### src/rtl/era_consts.vh
// constants for the e3 receive alarm interrupt block
`ifndef ERA_CONSTS_VH
`define ERA_CONSTS_VH

// ==========================================================
// register indices (byte address is four times the index)
`define ERA_IDX_CFG_STATUS_TWO  6'h11
`define ERA_IDX_IRQ_ENABLE_ONE  6'h12
`define ERA_IDX_IRQ_ENABLE_TWO  6'h13
`define ERA_IDX_IRQ_STATUS_ONE  6'h14
`define ERA_IDX_IRQ_STATUS_TWO  6'h15

// ==========================================================
// field positions
`define ERA_BIT_LOF_ALGO        7
`define ERA_BIT_OOF_STATE       5
`define ERA_BIT_AIS_STATE       3
`define ERA_BIT_FERF_STATE      0
`define ERA_BIT_AIS_IRQ         0
`define ERA_BIT_ALIGNMENT_CHANGE_IRQ        4
`define ERA_BIT_FERF_IRQ        3
`define ERA_BIT_EN2_SPARE       7

// ==========================================================
// reset values
`define ERA_RST_ENABLE          8'h00
`define ERA_RST_STATUS          3'h0

// ==========================================================
// detection counts
`define ERA_AIS_MAX_ZEROS       4'h7
`define ERA_ZERO_CNT_SAT        4'h8
`define ERA_AIS_FRAMES          2'h2
`define ERA_OOF_FRAMES          3'h4

// ==========================================================
// axi responses
`define ERA_RESP_OKAY           2'h0
`define ERA_RESP_SLVERR         2'h2

`endif

### src/rtl/era_zero_monitor.v
// per-frame zero density monitor deciding the AIS state
`timescale 1ns/10ps
`default_nettype none
`include "era_consts.vh"

module era_zero_monitor
(
  // clock and reset
  input  wire       sys_clk_i,
  input  wire       rst_b_i,
  // receive stream
  input  wire       bit_valid_i,
  input  wire       bit_data_i,
  input  wire       frame_end_i,
  // result
  output reg        ais_state_o,
  output reg        ais_change_o
);

  // ==========================================================
  // zero counting
  reg  [3:0] zero_cnt;
  reg  [1:0] low_run;
  reg  [1:0] high_run;
  wire       is_zero;
  wire [3:0] frame_zeros;
  wire       frame_low;
  wire [1:0] next_low_run;
  wire [1:0] next_high_run;
  wire       next_ais;

  assign is_zero = bit_valid_i & ~bit_data_i;
  // saturate at eight: only the seven-or-less threshold matters
  assign frame_zeros = (is_zero && zero_cnt != `ERA_ZERO_CNT_SAT) ?
                       zero_cnt + 4'h1 : zero_cnt;
  assign frame_low = (frame_zeros <= `ERA_AIS_MAX_ZEROS);
  assign next_low_run  = frame_low ?
                         ((low_run == `ERA_AIS_FRAMES) ? low_run : low_run + 2'h1) : 2'h0;
  assign next_high_run = ~frame_low ?
                         ((high_run == `ERA_AIS_FRAMES) ? high_run : high_run + 2'h1) : 2'h0;
  assign next_ais = (next_low_run == `ERA_AIS_FRAMES) ? 1'b1 :
                    (next_high_run == `ERA_AIS_FRAMES) ? 1'b0 : ais_state_o;

  always @(posedge sys_clk_i or negedge rst_b_i)
  begin
    if (!rst_b_i)
    begin
      zero_cnt     <= 4'h0;
      low_run      <= 2'h0;
      high_run     <= 2'h0;
      ais_state_o  <= 1'b0;
      ais_change_o <= 1'b0;
    end
    else
    begin
      ais_change_o <= 1'b0;
      if (frame_end_i)
      begin
        zero_cnt     <= 4'h0;
        low_run      <= next_low_run;
        high_run     <= next_high_run;
        ais_state_o  <= next_ais;
        ais_change_o <= next_ais ^ ais_state_o;
      end
      else
      begin
        zero_cnt <= frame_zeros;
      end
    end
  end

endmodule
`default_nettype wire

### src/rtl/era_rx_alarm_irq.v
// receive alarm interrupt logic with axi4-lite register slave
//
// The AXI4-Lite slave port was chosen for this implementation.
`timescale 1ns/10ps
`default_nettype none
`include "era_consts.vh"

module era_rx_alarm_irq
(
  // clock and reset
  input  wire        sys_clk_i,
  input  wire        rst_b_i,
  // receive framer events
  input  wire        rx_bit_valid_i,
  input  wire        rx_bit_i,
  input  wire        frame_end_i,
  input  wire        a_bit_i,
  input  wire        fas_error_i,
  input  wire        sync_found_i,
  input  wire        sync_new_position_i,
  // framer state outputs
  output wire        rx_frame_lost_state_o,
  output wire        hold_old_alignment_o,
  output wire        frame_loss_algorithm_select_o,
  // interrupt request
  output wire        irq_b_o,
  // axi4-lite write address
  input  wire        s_axi_awvalid,
  output wire        s_axi_awready,
  input  wire [7:0]  s_axi_awaddr,
  // axi4-lite write data
  input  wire        s_axi_wvalid,
  output wire        s_axi_wready,
  input  wire [31:0] s_axi_wdata,
  input  wire [3:0]  s_axi_wstrb,
  // axi4-lite write response
  output reg         s_axi_bvalid,
  input  wire        s_axi_bready,
  output reg  [1:0]  s_axi_bresp,
  // axi4-lite read address
  input  wire        s_axi_arvalid,
  output wire        s_axi_arready,
  input  wire [7:0]  s_axi_araddr,
  // axi4-lite read data
  output reg         s_axi_rvalid,
  input  wire        s_axi_rready,
  output reg  [31:0] s_axi_rdata,
  output reg  [1:0]  s_axi_rresp
);

  // ==========================================================
  // AIS detection
  wire ais_state;
  wire ais_change;

  era_zero_monitor u_zero_monitor
  (
    .sys_clk_i    (sys_clk_i),
    .rst_b_i      (rst_b_i),
    .bit_valid_i  (rx_bit_valid_i),
    .bit_data_i   (rx_bit_i),
    .frame_end_i  (frame_end_i),
    .ais_state_o  (ais_state),
    .ais_change_o (ais_change)
  );

  // ==========================================================
  // far-end failure detection
  reg ferf_state;
  reg ferf_change;

  always @(posedge sys_clk_i or negedge rst_b_i)
  begin
    if (!rst_b_i)
    begin
      ferf_state  <= 1'b0;
      ferf_change <= 1'b0;
    end
    else
    begin
      ferf_change <= 1'b0;
      if (frame_end_i)
      begin
        ferf_state  <= a_bit_i;
        ferf_change <= a_bit_i ^ ferf_state;
      end
    end
  end

  // ==========================================================
  // out-of-frame and alignment change
  reg  [2:0] fas_err_run;
  reg        oof_state;
  reg        alignment_change_event;
  wire [2:0] next_fas_err_run;

  assign next_fas_err_run = !fas_error_i ? 3'h0 :
                            (fas_err_run == `ERA_OOF_FRAMES) ? fas_err_run :
                            fas_err_run + 3'h1;

  always @(posedge sys_clk_i or negedge rst_b_i)
  begin
    if (!rst_b_i)
    begin
      fas_err_run <= 3'h0;
      oof_state   <= 1'b0;
      alignment_change_event  <= 1'b0;
    end
    else
    begin
      // old position reacquired gives no event
      alignment_change_event <= oof_state & sync_found_i & sync_new_position_i;
      if (oof_state && sync_found_i)
      begin
        oof_state   <= 1'b0;
        fas_err_run <= 3'h0;
      end
      else if (frame_end_i)
      begin
        fas_err_run <= next_fas_err_run;
        if (next_fas_err_run == `ERA_OOF_FRAMES)
        begin
          oof_state <= 1'b1;
        end
      end
    end
  end

  assign rx_frame_lost_state_o = oof_state;
  // payload extraction keeps the previous alignment while out of frame
  assign hold_old_alignment_o  = oof_state;

  // ==========================================================
  // axi4-lite write channel
  reg        aw_held;
  reg        w_held;
  reg  [5:0] aw_idx;
  reg  [7:0] w_byte;
  reg        w_lane0;
  reg  [7:0] enable_one;
  reg  [7:0] enable_two;
  reg        lof_algo;
  wire       do_write;
  wire       wr_hit;

  assign s_axi_awready = ~aw_held & ~s_axi_bvalid;
  assign s_axi_wready  = ~w_held & ~s_axi_bvalid;
  assign do_write = aw_held & w_held & ~s_axi_bvalid;
  assign wr_hit = (aw_idx >= `ERA_IDX_CFG_STATUS_TWO) &&
                  (aw_idx <= `ERA_IDX_IRQ_STATUS_TWO);

  always @(posedge sys_clk_i or negedge rst_b_i)
  begin
    if (!rst_b_i)
    begin
      aw_held      <= 1'b0;
      w_held       <= 1'b0;
      aw_idx       <= 6'h00;
      w_byte       <= 8'h00;
      w_lane0      <= 1'b0;
      s_axi_bvalid <= 1'b0;
      s_axi_bresp  <= `ERA_RESP_OKAY;
      enable_one   <= `ERA_RST_ENABLE;
      enable_two   <= `ERA_RST_ENABLE;
      lof_algo     <= 1'b0;
    end
    else
    begin
      if (s_axi_awvalid && s_axi_awready)
      begin
        aw_held <= 1'b1;
        aw_idx  <= s_axi_awaddr[7:2];
      end
      if (s_axi_wvalid && s_axi_wready)
      begin
        w_held  <= 1'b1;
        w_byte  <= s_axi_wdata[7:0];
        w_lane0 <= s_axi_wstrb[0];
      end
      if (s_axi_bvalid && s_axi_bready)
      begin
        s_axi_bvalid <= 1'b0;
      end
      if (do_write)
      begin
        aw_held      <= 1'b0;
        w_held       <= 1'b0;
        s_axi_bvalid <= 1'b1;
        s_axi_bresp  <= wr_hit ? `ERA_RESP_OKAY : `ERA_RESP_SLVERR;
        if (w_lane0)
        begin
          if (aw_idx == `ERA_IDX_CFG_STATUS_TWO)
          begin
            lof_algo <= w_byte[`ERA_BIT_LOF_ALGO];
          end
          else if (aw_idx == `ERA_IDX_IRQ_ENABLE_ONE)
          begin
            enable_one <= {3'h0, w_byte[4:0]};
          end
          else if (aw_idx == `ERA_IDX_IRQ_ENABLE_TWO)
          begin
            enable_two <= {w_byte[7], 3'h0, w_byte[3:1], 1'b0};
          end
        end
      end
    end
  end

  assign frame_loss_algorithm_select_o = lof_algo;

  // ==========================================================
  // sticky status: bit 0 AIS, bit 1 alignment change, bit 2 far-end
  wire [2:0] status;
  wire [2:0] irq_set;
  wire [2:0] irq_clr;
  wire [2:0] irq_en;
  wire       rd_take;
  wire [5:0] rd_idx;
  wire       rd_status_one;
  wire       rd_status_two;

  assign rd_take = s_axi_arvalid & s_axi_arready;
  assign rd_idx  = s_axi_araddr[7:2];
  assign rd_status_one = rd_take && (rd_idx == `ERA_IDX_IRQ_STATUS_ONE);
  assign rd_status_two = rd_take && (rd_idx == `ERA_IDX_IRQ_STATUS_TWO);
  assign irq_en  = {enable_two[`ERA_BIT_FERF_IRQ],
                    enable_one[`ERA_BIT_ALIGNMENT_CHANGE_IRQ],
                    enable_one[`ERA_BIT_AIS_IRQ]};
  assign irq_set = {ferf_change, alignment_change_event, ais_change} & irq_en;
  assign irq_clr = {rd_status_two, rd_status_one, rd_status_one};

  genvar gi;
  generate
    for (gi = 0; gi < 3; gi = gi + 1)
    begin : g_status
      // one flop per entry keeps a single driver for each status bit
      reg sticky;
      always @(posedge sys_clk_i or negedge rst_b_i)
      begin
        if (!rst_b_i)
        begin
          sticky <= 1'b0;
        end
        else if (irq_set[gi])
        begin
          // a new event beats a clearing read in the same cycle
          sticky <= 1'b1;
        end
        else if (irq_clr[gi])
        begin
          sticky <= 1'b0;
        end
      end
      assign status[gi] = sticky;
    end
  endgenerate

  assign irq_b_o = ~|(status & irq_en);

  // ==========================================================
  // axi4-lite read channel
  reg [7:0] rd_byte;
  reg       rd_hit;

  assign s_axi_arready = ~s_axi_rvalid;

  always @*
  begin
    rd_byte = 8'h00;
    rd_hit  = 1'b1;
    if (rd_idx == `ERA_IDX_CFG_STATUS_TWO)
    begin
      rd_byte[`ERA_BIT_LOF_ALGO]   = lof_algo;
      rd_byte[`ERA_BIT_OOF_STATE]  = oof_state;
      rd_byte[`ERA_BIT_AIS_STATE]  = ais_state;
      rd_byte[`ERA_BIT_FERF_STATE] = ferf_state;
    end
    else if (rd_idx == `ERA_IDX_IRQ_ENABLE_ONE)
    begin
      rd_byte = enable_one;
    end
    else if (rd_idx == `ERA_IDX_IRQ_ENABLE_TWO)
    begin
      rd_byte = enable_two;
    end
    else if (rd_idx == `ERA_IDX_IRQ_STATUS_ONE)
    begin
      rd_byte[`ERA_BIT_AIS_IRQ]  = status[0];
      rd_byte[`ERA_BIT_ALIGNMENT_CHANGE_IRQ] = status[1];
    end
    else if (rd_idx == `ERA_IDX_IRQ_STATUS_TWO)
    begin
      rd_byte[`ERA_BIT_FERF_IRQ] = status[2];
    end
    else
    begin
      rd_hit = 1'b0;
    end
  end

  always @(posedge sys_clk_i or negedge rst_b_i)
  begin
    if (!rst_b_i)
    begin
      s_axi_rvalid <= 1'b0;
      s_axi_rdata  <= 32'h0000_0000;
      s_axi_rresp  <= `ERA_RESP_OKAY;
    end
    else if (rd_take)
    begin
      s_axi_rvalid <= 1'b1;
      s_axi_rdata  <= {24'h00_0000, rd_byte};
      s_axi_rresp  <= rd_hit ? `ERA_RESP_OKAY : `ERA_RESP_SLVERR;
    end
    else if (s_axi_rready)
    begin
      s_axi_rvalid <= 1'b0;
    end
  end

endmodule
`default_nettype wire

### config.mk
export PLATFORM = sky130hd
export DESIGN_NAME = era_rx_alarm_irq
export DESIGN_NICKNAME = d
export VERILOG_FILES = /design/src/rtl/era_zero_monitor.v /design/src/rtl/era_rx_alarm_irq.v
export VERILOG_INCLUDE_DIRS = /design/src /design/src/rtl
export SDC_FILE = /design/constraint.sdc
export NUM_CORES = 1
export LEC_CHECK = 0
export BUFFER_PORTS_ARGS = -buffer_cell sky130_fd_sc_hd__buf_2
export CELL_PAD_IN_SITES_DETAIL_PLACEMENT = 0
export CELL_PAD_IN_SITES_GLOBAL_PLACEMENT = 1
export CORE_MARGIN = 2
export CORE_UTILIZATION = 37
export DETAILED_ROUTE_END_ITERATION = 8
export PLACE_DENSITY = 0.79
export SYNTH_ARGS = -nofsm -noshare
export SYNTH_HDL_FRONTEND = slang
export SYNTH_HIERARCHICAL = 1
export SYNTH_SLANG_ARGS = --single-unit
### constraint.sdc
create_clock -name sys_clk_i -period 2.1 [get_ports sys_clk_i]
set_clock_uncertainty 0.15 [all_clocks]
set_input_delay 0.42 -clock sys_clk_i [delete_from_list [all_inputs] [get_ports sys_clk_i]]
set_output_delay 0.42 -clock sys_clk_i [all_outputs]
set_load 0.02 [all_outputs]
# Word-level counts from Yosys, hierarchy flattened
# Cells that the tools add are included.
[totals]
register_bits = 61
word_cells = 143
[classes]
addsub = 4
n_lt_le_gt_ge = 3
n_eq_ne = 15
n_mux = 53
n_bitwise = 19
reduce_logical = 23
[ops]
columns = ["op", "n"]
rows = [
  ["$eq 6x5->1 const B", 8],
  ["$mux 1", 36],
  ["$mux 2", 9],
  ["$reduce_bool 2->1", 9],
  ["$mux 3", 5],
  ["$and 1x1->1", 8],
  ["$eq 2x2->1 const B", 4],
  ["$logic_and 1x1->1", 8],
  ["$mux 4", 2],
  ["$mux 8", 1],
  ["$not 1->1", 7],
  ["$and 3x3->3", 2],
  ["$eq 3x3->1 const B", 2],
  ["$ge 6x5->1 const B", 1],
  ["$le 6x5->1 const B", 1],
  ["$reduce_and 5->1", 1],
  ["$add 2x1->2 const B", 2],
  ["$add 4x1->4 const B", 1],
  ["$le 4x3->1 const B", 1],
  ["$ne 4x4->1 const B", 1],
  ["$reduce_and 4->1", 1],
  ["$add 3x1->3 const B", 1],
  ["$reduce_and 3->1", 1],
  ["$reduce_or 3->1", 1],
  ["3 further kinds", 4],
]

# Logic depth before layout (Yosys ltp)
# Gate-level depths: netlist (run 1).
[logic_depth]
depth_word = 11
depth_mapped = 6

# Modules after synthesis
# The synthesis (run 1) kept the hierarchy.
[by_module_without_submodules]
columns = ["mod", "n_inst", "cells_per_inst", "area_per_inst_um2", "seq_area_each_um2"]
rows = [
  ["era_rx_alarm_irq", 1, 201, 2351.0, 1151.1],
  ["era_zero_monitor", 1, 55, 550.5, 250.2],
]

# Worst setup path before layout (run 1)
# Ideal clock, no wire load.
[synth_timing]
kind = "flip-flop to flip-flop"
from = "register s_axi_bvalid"
to = "register enable_one[0]"
setup_ns = 0.125
arrival_ns = 1.505
required_time_ns = 1.825
setup_slack_ns = 0.319
stages_incl_launch_ff = 4
path_cell_list = "dfrtp_1 nand4bb_4 nor4b_4 mux2_4"
[synth_via]
elab_chain_len = 3
[synth_rtl]
columns = ["element", "line", "rtl"]
rows = [
  ["from (decl)", "era_rx_alarm_irq.v:37", "output reg s_axi_bvalid,"],
  ["from (signal assigned)", "era_rx_alarm_irq.v:161", "s_axi_bvalid <= 1'b0;"],
  ["from (signal assigned)", "era_rx_alarm_irq.v:182", "s_axi_bvalid <= 1'b0;"],
  ["from (signal assigned)", "era_rx_alarm_irq.v:188", "s_axi_bvalid <= 1'b1;"],
  ["$not 1->1", "era_rx_alarm_irq.v:148", "assign do_write = aw_held & w_held & ~s_axi_bvalid;"],
  ["$and 1x1->1", "era_rx_alarm_irq.v:148", ""],
  ["$reduce_and 4->1 (no source line)", "-", ""],
  ["to (signal assigned)", "era_rx_alarm_irq.v:163", "enable_one <= `ERA_RST_ENABLE;"],
  ["to (signal assigned)", "era_rx_alarm_irq.v:198", "enable_one <= {3'h0, w_byte[4:0]};"],
  ["to (decl)", "era_rx_alarm_irq.v:140", "reg [7:0] enable_one;"],
]
# Every way passes these cells.
# A chain may end at the register's enable or synchronous reset.

# Final worst setup path (run 1)
[layout_timing]
from = "register enable_one[4]"
to = "output port irq_b_o"
[layout_via]
elab_chain_len = 3
[layout_rtl]
columns = ["element", "line", "rtl"]
rows = [
  ["$and 3x3->3", "era_rx_alarm_irq.v:258", "assign irq_b_o = ~|(status & irq_en);"],
  ["$reduce_or 3->1", "era_rx_alarm_irq.v:258", ""],
  ["$logic_not 1->1", "era_rx_alarm_irq.v:258", ""],
  ["to (decl)", "era_rx_alarm_irq.v:26", "output wire irq_b_o,"],
]
# Every way passes these cells.

==> Flow_metrics.wiki, run 1 <==
{| class="wikitable"
! Metric !! Value
|-
| Result of the run || finished, final reports clean
|-
| Internal Dissipation || 0.002109 W
|-
| Fraction of synthesis flops using an asynchronous set or reset pin || 100.0%
|-
| Number of synthesized flops with an enable pin || 0
|-
| Yosys synthesis warning count || 6
|-
| Via Count || 1979
|-
| Setup violators final || 0
|-
| Critical-path cell with the highest stage delay || sky130_fd_sc_hd__dfrtp_1
|-
| RSZ-0062 raised after global routing || no
|-
| Clk network pwr share || 19.0%
|-
| Number of endpoints with negative hold slack in the final report || 0
|-
| GRT overflow || 0
|-
| RePlAce Congestion || 0.7817
|-
| Maximum level of the CTS H-tree || 2
|-
| Arrival time reported for the critical path endpoint || 1.39 ns
|-
| Worst r2r src || fas_err_run[0]$_DFFE_PN0P_
|-
| Hold buffer count at CTS || 1
|-
| Clk_lat worst skew || 0.31 ns
|-
| Sw Pwr || 0.001092 W
|-
| Worst reg-to-reg setup slack || 0.36 ns
|-
| Maximum number of pins on one net before global-route repair || 42
|-
| Critical path launch point type || flip-flop
|-
| Post-Syn Area per Cell || 11.33 um2
|-
| CP Max Fanout || 4
|-
| Number of clock sinks || 56
|-
| Global-route wire length before repair || 8.342 mm
|-
| Achievable frequency || 510.7 MHz
|-
| Hold WS || 0.1176 ns
|-
| Count of final max-slew check failures || 0
|-
| DIE HEIGHT || 92.56 um
|-
| Number of different library cells in the post-synthesis netlist || 54
|-
| Critical setup path kind || reg -> out
|-
| Launching element of the worst setup path || enable_one[4]$_DFFE_PN0P_
|-
| Die Wd || 92.56 um
|-
| Cell row count || 32
|-
| HPWL after detailed placement || 3.818 mm
|-
| Final critical-path share of the clock period || 93.23%
|-
| Flip-flop and latch count after synthesis || 56
|-
| Crit path required time || 1.53 ns
|-
| CTS tree || yes
|-
| Count of buffers inserted at the top-level ports || 50
|-
| Core Area || 7647 um2
|-
| ANT nets after route || 0
|-
| Filler cell count in the final layout || 774
|-
| Maximum buffer depth of the clock tree || 2
|-
| I/O pin cnt || 111
|-
| Capture instance of the worst register-to-register path || hold_old_alignment_o$_DFFE_PN0P_
|-
| Number of search-and-repair iterations in the first detailed-routing pass || 4
|-
| Worst min-delay path category || in -> reg
|-
| Critical path endpoint category || output pin
|-
| Detailed-route vias per instance || 4.792
|-
| Gate power share || 29.7%
|-
| Number of nets in the layout || 382
|-
| Antenna violations before repair || 0
|-
| DRC violations left || 0
|-
| Power per Cell Area || 972.5 nW/um2
|-
| N_diodes || 0
|-
| DRT Wirelength || 5.138 mm
|-
| Clock buffers created by TritonCTS || 5
|-
| Register area share after synthesis || 48.30%
|-
| Post-synthesis instance total || 256
|-
| Peak ir drop on the vdd network || 0.6283 mV
|-
| Worst-path cell chain || a222oi_1 > buf_2
|-
| DIE AREA || 8566 um2
|-
| Switching share of power || 34.11%
|-
| Vias in the first global route || 1810
|-
| Final setup TNS || 0 ns
|-
| Effective utilization at floorplan || 37.94%
|-
| Post-synth design cell area || 2902 um2
|-
| Peak per-stage delay on the critical path || 0.44 ns
|-
| Max-capacitance violation count || 0
|-
| Final instance count without filler cells || 413
|-
| Per-cell routed wire length || 12.44 um
|-
| Resized Gates After CTS || 0
|-
| Commonest non-fill, non-tap cells in the layout || 56 x sky130_fd_sc_hd__dfrtp_1, 50 x sky130_fd_sc_hd__buf_2, 27 x sky130_fd_sc_hd__conb_1
|-
| Violation count after the first detailed-route iteration || 47
|-
| Share of final-layout standard cells stronger than drive strength 1 || 31.19%
|-
| Logic depth of the worst register-to-register path || 5
|-
| Buffer cell driving the clock tree root || sky130_fd_sc_hd__clkbuf_8
|-
| Most used flip-flop cell after synthesis || sky130_fd_sc_hd__dfrtp_1
|-
| Worst setup path endpoint || irq_b_o
|-
| Clock transition time at the flip-flop clock pins of the worst setup and hold paths || 0.11 ns
|-
| Sequential cell fraction of total power || 51.3%
|-
| Number of setup buffers added after CTS || 0
|-
| Tmin final || 1.958 ns
|-
| Leading cell type in the layout, fill and taps excluded || sky130_fd_sc_hd__dfrtp_1
|-
| Tot GR Track Use || 12.23%
|-
| Static Leakage || 1.546 nW
|-
| Cell total after placement || 404
|-
| Layout overhead on the synthesized area || 13.45%
|}
==> synth_stat cells, types with 5 or more instances <==
library cell               count  area, um2
sky130_fd_sc_hd__mux2i_1       5      50.05
sky130_fd_sc_hd__a21oi_1       5      25.02
sky130_fd_sc_hd__mux2_4        5      75.07
sky130_fd_sc_hd__mux2_2       20      225.2
sky130_fd_sc_hd__dfrtp_1      56       1401
sky130_fd_sc_hd__clkbuf_1      6      22.52
sky130_fd_sc_hd__o21ai_0       9      45.04
sky130_fd_sc_hd__nor2b_1       7      43.79
sky130_fd_sc_hd__nand2_1      15      56.30
sky130_fd_sc_hd__buf_4        28      210.2
sky130_fd_sc_hd__nor2_1        7      26.28
sky130_fd_sc_hd__ha_1          6      75.07
sky130_fd_sc_hd__inv_1        14      52.55
==> routing by layer <==
layer | GRT usage (%) | part of all wire, % | vias up
met1 | 16.19 | 47 | 956
met3 | 4.068 | 5.2 | 4
li1 | - | - | 970
met5 | 0 | 0 | -
met2 | 19.65 | 47 | 49
met4 | 2.488 | 0.66 | 0
==> registers in the layout (all words and copies together) (netlist names), 3 cells and up <==
| signal | cells |
|---|---|
| g_status.sticky | 3 |
| fas_err_run | 3 |
| aw_idx | 6 |
| enable_one | 5 |
| w_byte | 6 |
| enable_two | 4 |
| s_axi_rdata | 7 |
| u_zero_monitor/zero_cnt | 4 |
==> how the worst min path moves through the flow <==
| stage | startpoint | end | slack (ns) | cells after the start |
|---|---|---|---|---|
| 2_1_floorplan | rst_b_i | alignment_change_event$_DFF_PN0_ | -0.03 | 0 |
| 4_1_cts | s_axi_bready | s_axi_bvalid$_DFFE_PN0P_ | 0.12 | 2 |
| 5_1_grt | s_axi_bready | s_axi_bvalid$_DFFE_PN0P_ | 0.14 | 2 |
| 3_3_place_gp | rst_b_i | s_axi_rdata[2]$_DFFE_PN0P_ | 0.21 | 1 |
| 6_report | s_axi_bready | s_axi_bvalid$_DFFE_PN0P_ | 0.12 | 2 |
| 3_5_place_dp | rst_b_i | s_axi_rvalid$_DFFE_PN0P_ | 0.21 | 1 |
==> stage by stage <==
stage	setup slack, ns	util [%]	total power [W]	cell area, um2
3_3_place_gp	0.3167	41.74	0.002591	3192
5_1_grt	0.1245	43.05	0.003412	3292
3_5_place_dp	0.3168	41.74	0.002632	3192
4_1_cts	0.1550	43.05	0.003236	3292
2_1_floorplan	0.3195	-	0.002378	2999
6_report	0.1421	43.05	0.003201	3292
==> power groups by stage <==
stage / Sequential [W] / Clock (W) / Combinational [W]
floorplan: 0.00163 / 0 / 0.000745
global placement: 0.00165 / 0 / 0.000938
detailed placement: 0.00167 / 0 / 0.000960
CTS: 0.00165 / 0.000623 / 0.000965
global route: 0.00169 / 0.000673 / 0.00105
finish: 0.00164 / 0.000608 / 0.000952
==> critical path, delay by kind of cell, from the launching register on <==
kind	cells	cell delay, ns
DFF	1	0.44
AOI/OAI and AO/OA	1	0.40
buffers and inverters	1	0.24
==> cells by family (layout without fill, tap and decap cells) <==
kind of cell	after synthesis	count (layout)	share of synthesized area, %
AO/OA/AOI/OAI	42	42	10.18
XOR/XNOR	3	3	0.9057
adder cells (fa/ha/maj)	6	6	2.587
buffers and inverters	50	79	10.18
flip-flops	56	56	48.30
multiplexers	30	30	12.07
other	1	27	0.1292
AND/OR/NAND/NOR	68	68	15.65
==> layout make-up <==
cell class / instances / area [um2] / share of cell area, %
sequential: 56 / 1401 / 42.57
multi-input combinational: 176 / 1303 / 39.57
timing repair buffer: 57 / 317.8 / 9.654
tap: 102 / 127.6 / 3.877
clock buffer: 5 / 68.82 / 2.090
inverter: 14 / 52.55 / 1.596
clock inverter: 3 / 21.27 / 0.6461
No activity file was read; power rests on OpenSTA's default activity.
==> run 2, diff against run 1 <==
Settings changed: CORE_MARGIN 2 to 1, CTS_CLUSTER_DIAMETER set to 30.
==> run 2 against run 1 <==
Compared with the run above:
- critical path depth stayed put
- core utilization up 1.9 points
- maximum frequency rose by 2.9%
- die area shrank 4.3%
- count of clock-buffer cells in the layout is 2 higher
- global-route usage up 0.60 points
- register-to-register slack is essentially flat
- clock power up 25%
- flip-flop and latch count stayed put
- power increased by 4.5%
- highest routed layer unchanged
- worst hold slack better by 0.030 ns
- routed wire length decreased by 4.2%
==> Flow_metrics.wiki, run 2 (synthesis gave the netlist of run 1 again) <==
{| class="wikitable"
! Metric !! Value
|-
| DRT Wirelength || 4.920 mm (was 5.138 mm)
|-
| Static Leakage || 1.571 nW (was 1.546 nW)
|-
| Worst min-delay path category || in -> reg (unchanged)
|-
| Reg with most FFs || s_axi_rdata (unchanged)
|-
| Final setup TNS || 0 ns (unchanged)
|-
| Via Count || 1915 (was 1979)
|-
| Result of the run || finished, final reports clean (unchanged)
|-
| Maximum buffer depth of the clock tree || 2 (unchanged)
|-
| Tmin final || 1.902 ns (was 1.958 ns)
|-
| Maximum number of pins on one net before global-route repair || 57 (was 42)
|-
| Antenna violations before repair || 0 (unchanged)
|-
| Number of endpoints with negative hold slack in the final report || 0 (unchanged)
|-
| N_diodes || 0 (unchanged)
|-
| CP Max Fanout || 4 (unchanged)
|-
| Registers with the most flip-flops || s_axi_rdata x7, aw_idx x6, w_byte x6 (unchanged)
|-
| Tot GR Track Use || 12.83% (was 12.23%)
|-
| Commonest non-fill, non-tap cells in the layout || 56 x sky130_fd_sc_hd__dfrtp_1, 50 x sky130_fd_sc_hd__buf_2, 27 x sky130_fd_sc_hd__conb_1 (unchanged)
|-
| HPWL after detailed placement || 3.623 mm (was 3.818 mm)
|-
| Filler cell count in the final layout || 728 (was 774)
|-
| RSZ-0062 raised after global routing || no (unchanged)
|-
| Achievable frequency || 525.8 MHz (was 510.7 MHz)
|-
| Critical path endpoint category || output pin (unchanged)
|-
| Peak ir drop on the vdd network || 0.5125 mV (was 0.6283 mV)
|-
| Worst-path cell chain || a222oi_1 > buf_2 (unchanged)
|-
| Peak per-stage delay on the critical path || 0.43 ns (was 0.44 ns)
|-
| Crit path required time || 1.53 ns (about the same)
|-
| Launching element of the worst setup path || enable_one[4]$_DFFE_PN0P_ (unchanged)
|-
| GRT overflow || 0 (unchanged)
|-
| DIE HEIGHT || 90.56 um (was 92.56 um)
|-
| Setup violators final || 0 (unchanged)
|-
| I/O pin cnt || 111 (unchanged)
|-
| Max-capacitance violation count || 0 (unchanged)
|-
| Final critical-path share of the clock period || 90.57% (was 93.23%)
|-
| Critical-path cell with the highest stage delay || sky130_fd_sc_hd__dfrtp_1 (unchanged)
|-
| Arrival time reported for the critical path endpoint || 1.33 ns (was 1.39 ns)
|-
| ANT nets after route || 0 (unchanged)
|-
| RePlAce Congestion || 0.7599 (was 0.7817)
|-
| Count of final max-slew check failures || 0 (unchanged)
|-
| Buffer cell driving the clock tree root || sky130_fd_sc_hd__clkbuf_8 (unchanged)
|-
| Layout overhead on the synthesized area || 14.83% (was 13.45%)
|-
| Global-route wire length before repair || 8.583 mm (was 8.342 mm)
|-
| Core Area || 7408 um2 (was 7647 um2)
|-
| Final design area excluding fillers || 3332 um2 (was 3292 um2)
|-
| Number of search-and-repair iterations in the first detailed-routing pass || 4 (unchanged)
|-
| Clock transition time at the flip-flop clock pins of the worst setup and hold paths || 0.10 ns (was 0.11 ns)
|-
| Worst r2r src || fas_err_run[0]$_DFFE_PN0P_ (unchanged)
|-
| Violation count after the first detailed-route iteration || 56 (was 47)
|-
| DIE AREA || 8200 um2 (was 8566 um2)
|-
| Effective utilization at floorplan || 39.17% (was 37.94%)
|-
| Number of setup buffers added after CTS || 0 (unchanged)
|-
| Detailed-route vias per instance || 4.659 (was 4.792)
|-
| Maximum level of the CTS H-tree || 2 (unchanged)
|-
| Leading cell type in the layout, fill and taps excluded || sky130_fd_sc_hd__dfrtp_1 (unchanged)
|-
| Critical setup path kind || reg -> out (unchanged)
|-
| Clock buffers created by TritonCTS || 5 (unchanged)
|-
| Cell row count || 31 (was 32)
|-
| Per-cell routed wire length || 11.97 um (was 12.44 um)
|-
| Start point of the worst min-delay path || s_axi_rready (was s_axi_bready)
|-
| Die Wd || 90.56 um (was 92.56 um)
|-
| Clk_lat worst skew || 0.30 ns (was 0.31 ns)
|-
| Number of clock sinks || 56 (unchanged)
|-
| Critical path launch point type || flip-flop (unchanged)
|-
| Post-detailed-placement cell area || 3196 um2 (was 3192 um2)
|-
| Number of flip-flops in the largest register || 7 (unchanged)
|-
| Power per Cell Area || 1004 nW/um2 (was 972.5 nW/um2)
|-
| Number of nets in the layout || 383 (was 382)
|-
| Vias in the first global route || 1792 (was 1810)
|-
| CTS tree || yes (unchanged)
|-
| Count of buffers inserted at the top-level ports || 50 (unchanged)
|-
| DRC violations left || 0 (unchanged)
|-
| Share of final-layout standard cells stronger than drive strength 1 || 31.41% (was 31.19%)
|}
-- run 2: cell types whose count changed in the layout (fill, tap and decap cells not counted) --
cell / previous run / this run
sky130_fd_sc_hd__buf_4: 5 / 6
sky130_fd_sc_hd__clkbuf_8: 5 / 7
sky130_fd_sc_hd__clkinv_2: 1 / 0
sky130_fd_sc_hd__inv_6: 1 / 0
sky130_fd_sc_hd__bufinv_16: 0 / 1
sky130_fd_sc_hd__clkinvlp_4: 1 / 0
-- run 2: critical path: cells and delay by family (launching register included) --
family                 cells  cell delay (ns)
DFF                        1             0.43
buffers and inverters      1             0.24
AOI/OAI and AO/OA          1             0.37
-- run 2: path summary, 6_finish.rpt --
check,to,slack [ns],depth (start not counted)
worst max-delay path,irq_b_o,0.20,2
worst min-delay path,s_axi_rvalid$_DFFE_PN0P_,0.15,2
worst max register to register,hold_old_alignment_o$_DFFE_PN0P_,0.35,5
worst min register to register,s_axi_rdata[1]$_DFFE_PN0P_,0.34,2
max in group asynchronous,enable_one[3]$_DFFE_PN0P_,1.07,3
min in group asynchronous,s_axi_rdata[2]$_DFFE_PN0P_,0.49,3
-- run 2: final cells by class --
class,count,area [um2],share of cell area [%]
Inverter,14,52.55,1.577
Sequential cell,56,1401,42.06
Clock inverter,1,30.03,0.9012
Multi-Input combinational cell,176,1303,39.09
Clock buffer,7,96.34,2.891
Tap cell,99,123.9,3.718
Timing Repair Buffer,58,325.3,9.763
-- run 2: power breakdown --
group | internal [W] | switching [W] | total (W) | leakage, nW
clock | 0.000421 | 0.000338 | 0.000759 | 0.0645
sequential | 0.00137 | 0.000268 | 0.00164 | 0.721
combinational | 0.000504 | 0.000445 | 0.000949 | 0.786
total | 0.00229 | 0.00105 | 0.00335 | 1.57
-- run 2: metal layers --
layer	GRT usage [%]	share of wire, %	vias up
li1	-	-	964
met2	20.27	47	48
met5	0	0	-
met1	17.36	48	899
met3	3.199	4.3	4
met4	3.763	0.98	0
-- run 2: repair_timing --
action | 4_1_cts | 5_1_grt
hold buffers | 1 | 0
resized for setup | 0 | 0
endpoints found under the hold margin | 56 | 0
-- run 2: per-stage QoR --
step | setup slack [ns] | cells | utilization [%] | hold slack, ns | power (W)
after floorplan | 0.3195 | 282 | - | -0.02559 | 0.002378
after global placement | 0.3210 | 402 | 43.13 | 0.2937 | 0.002592
after detailed placement | 0.3190 | 402 | 43.13 | 0.2924 | 0.002627
after CTS | 0.1987 | 411 | 44.98 | 0.1356 | 0.003391
after global routing | 0.1386 | 411 | 44.98 | 0.1618 | 0.003575
final | 0.1980 | 411 | 44.98 | 0.1473 | 0.003346
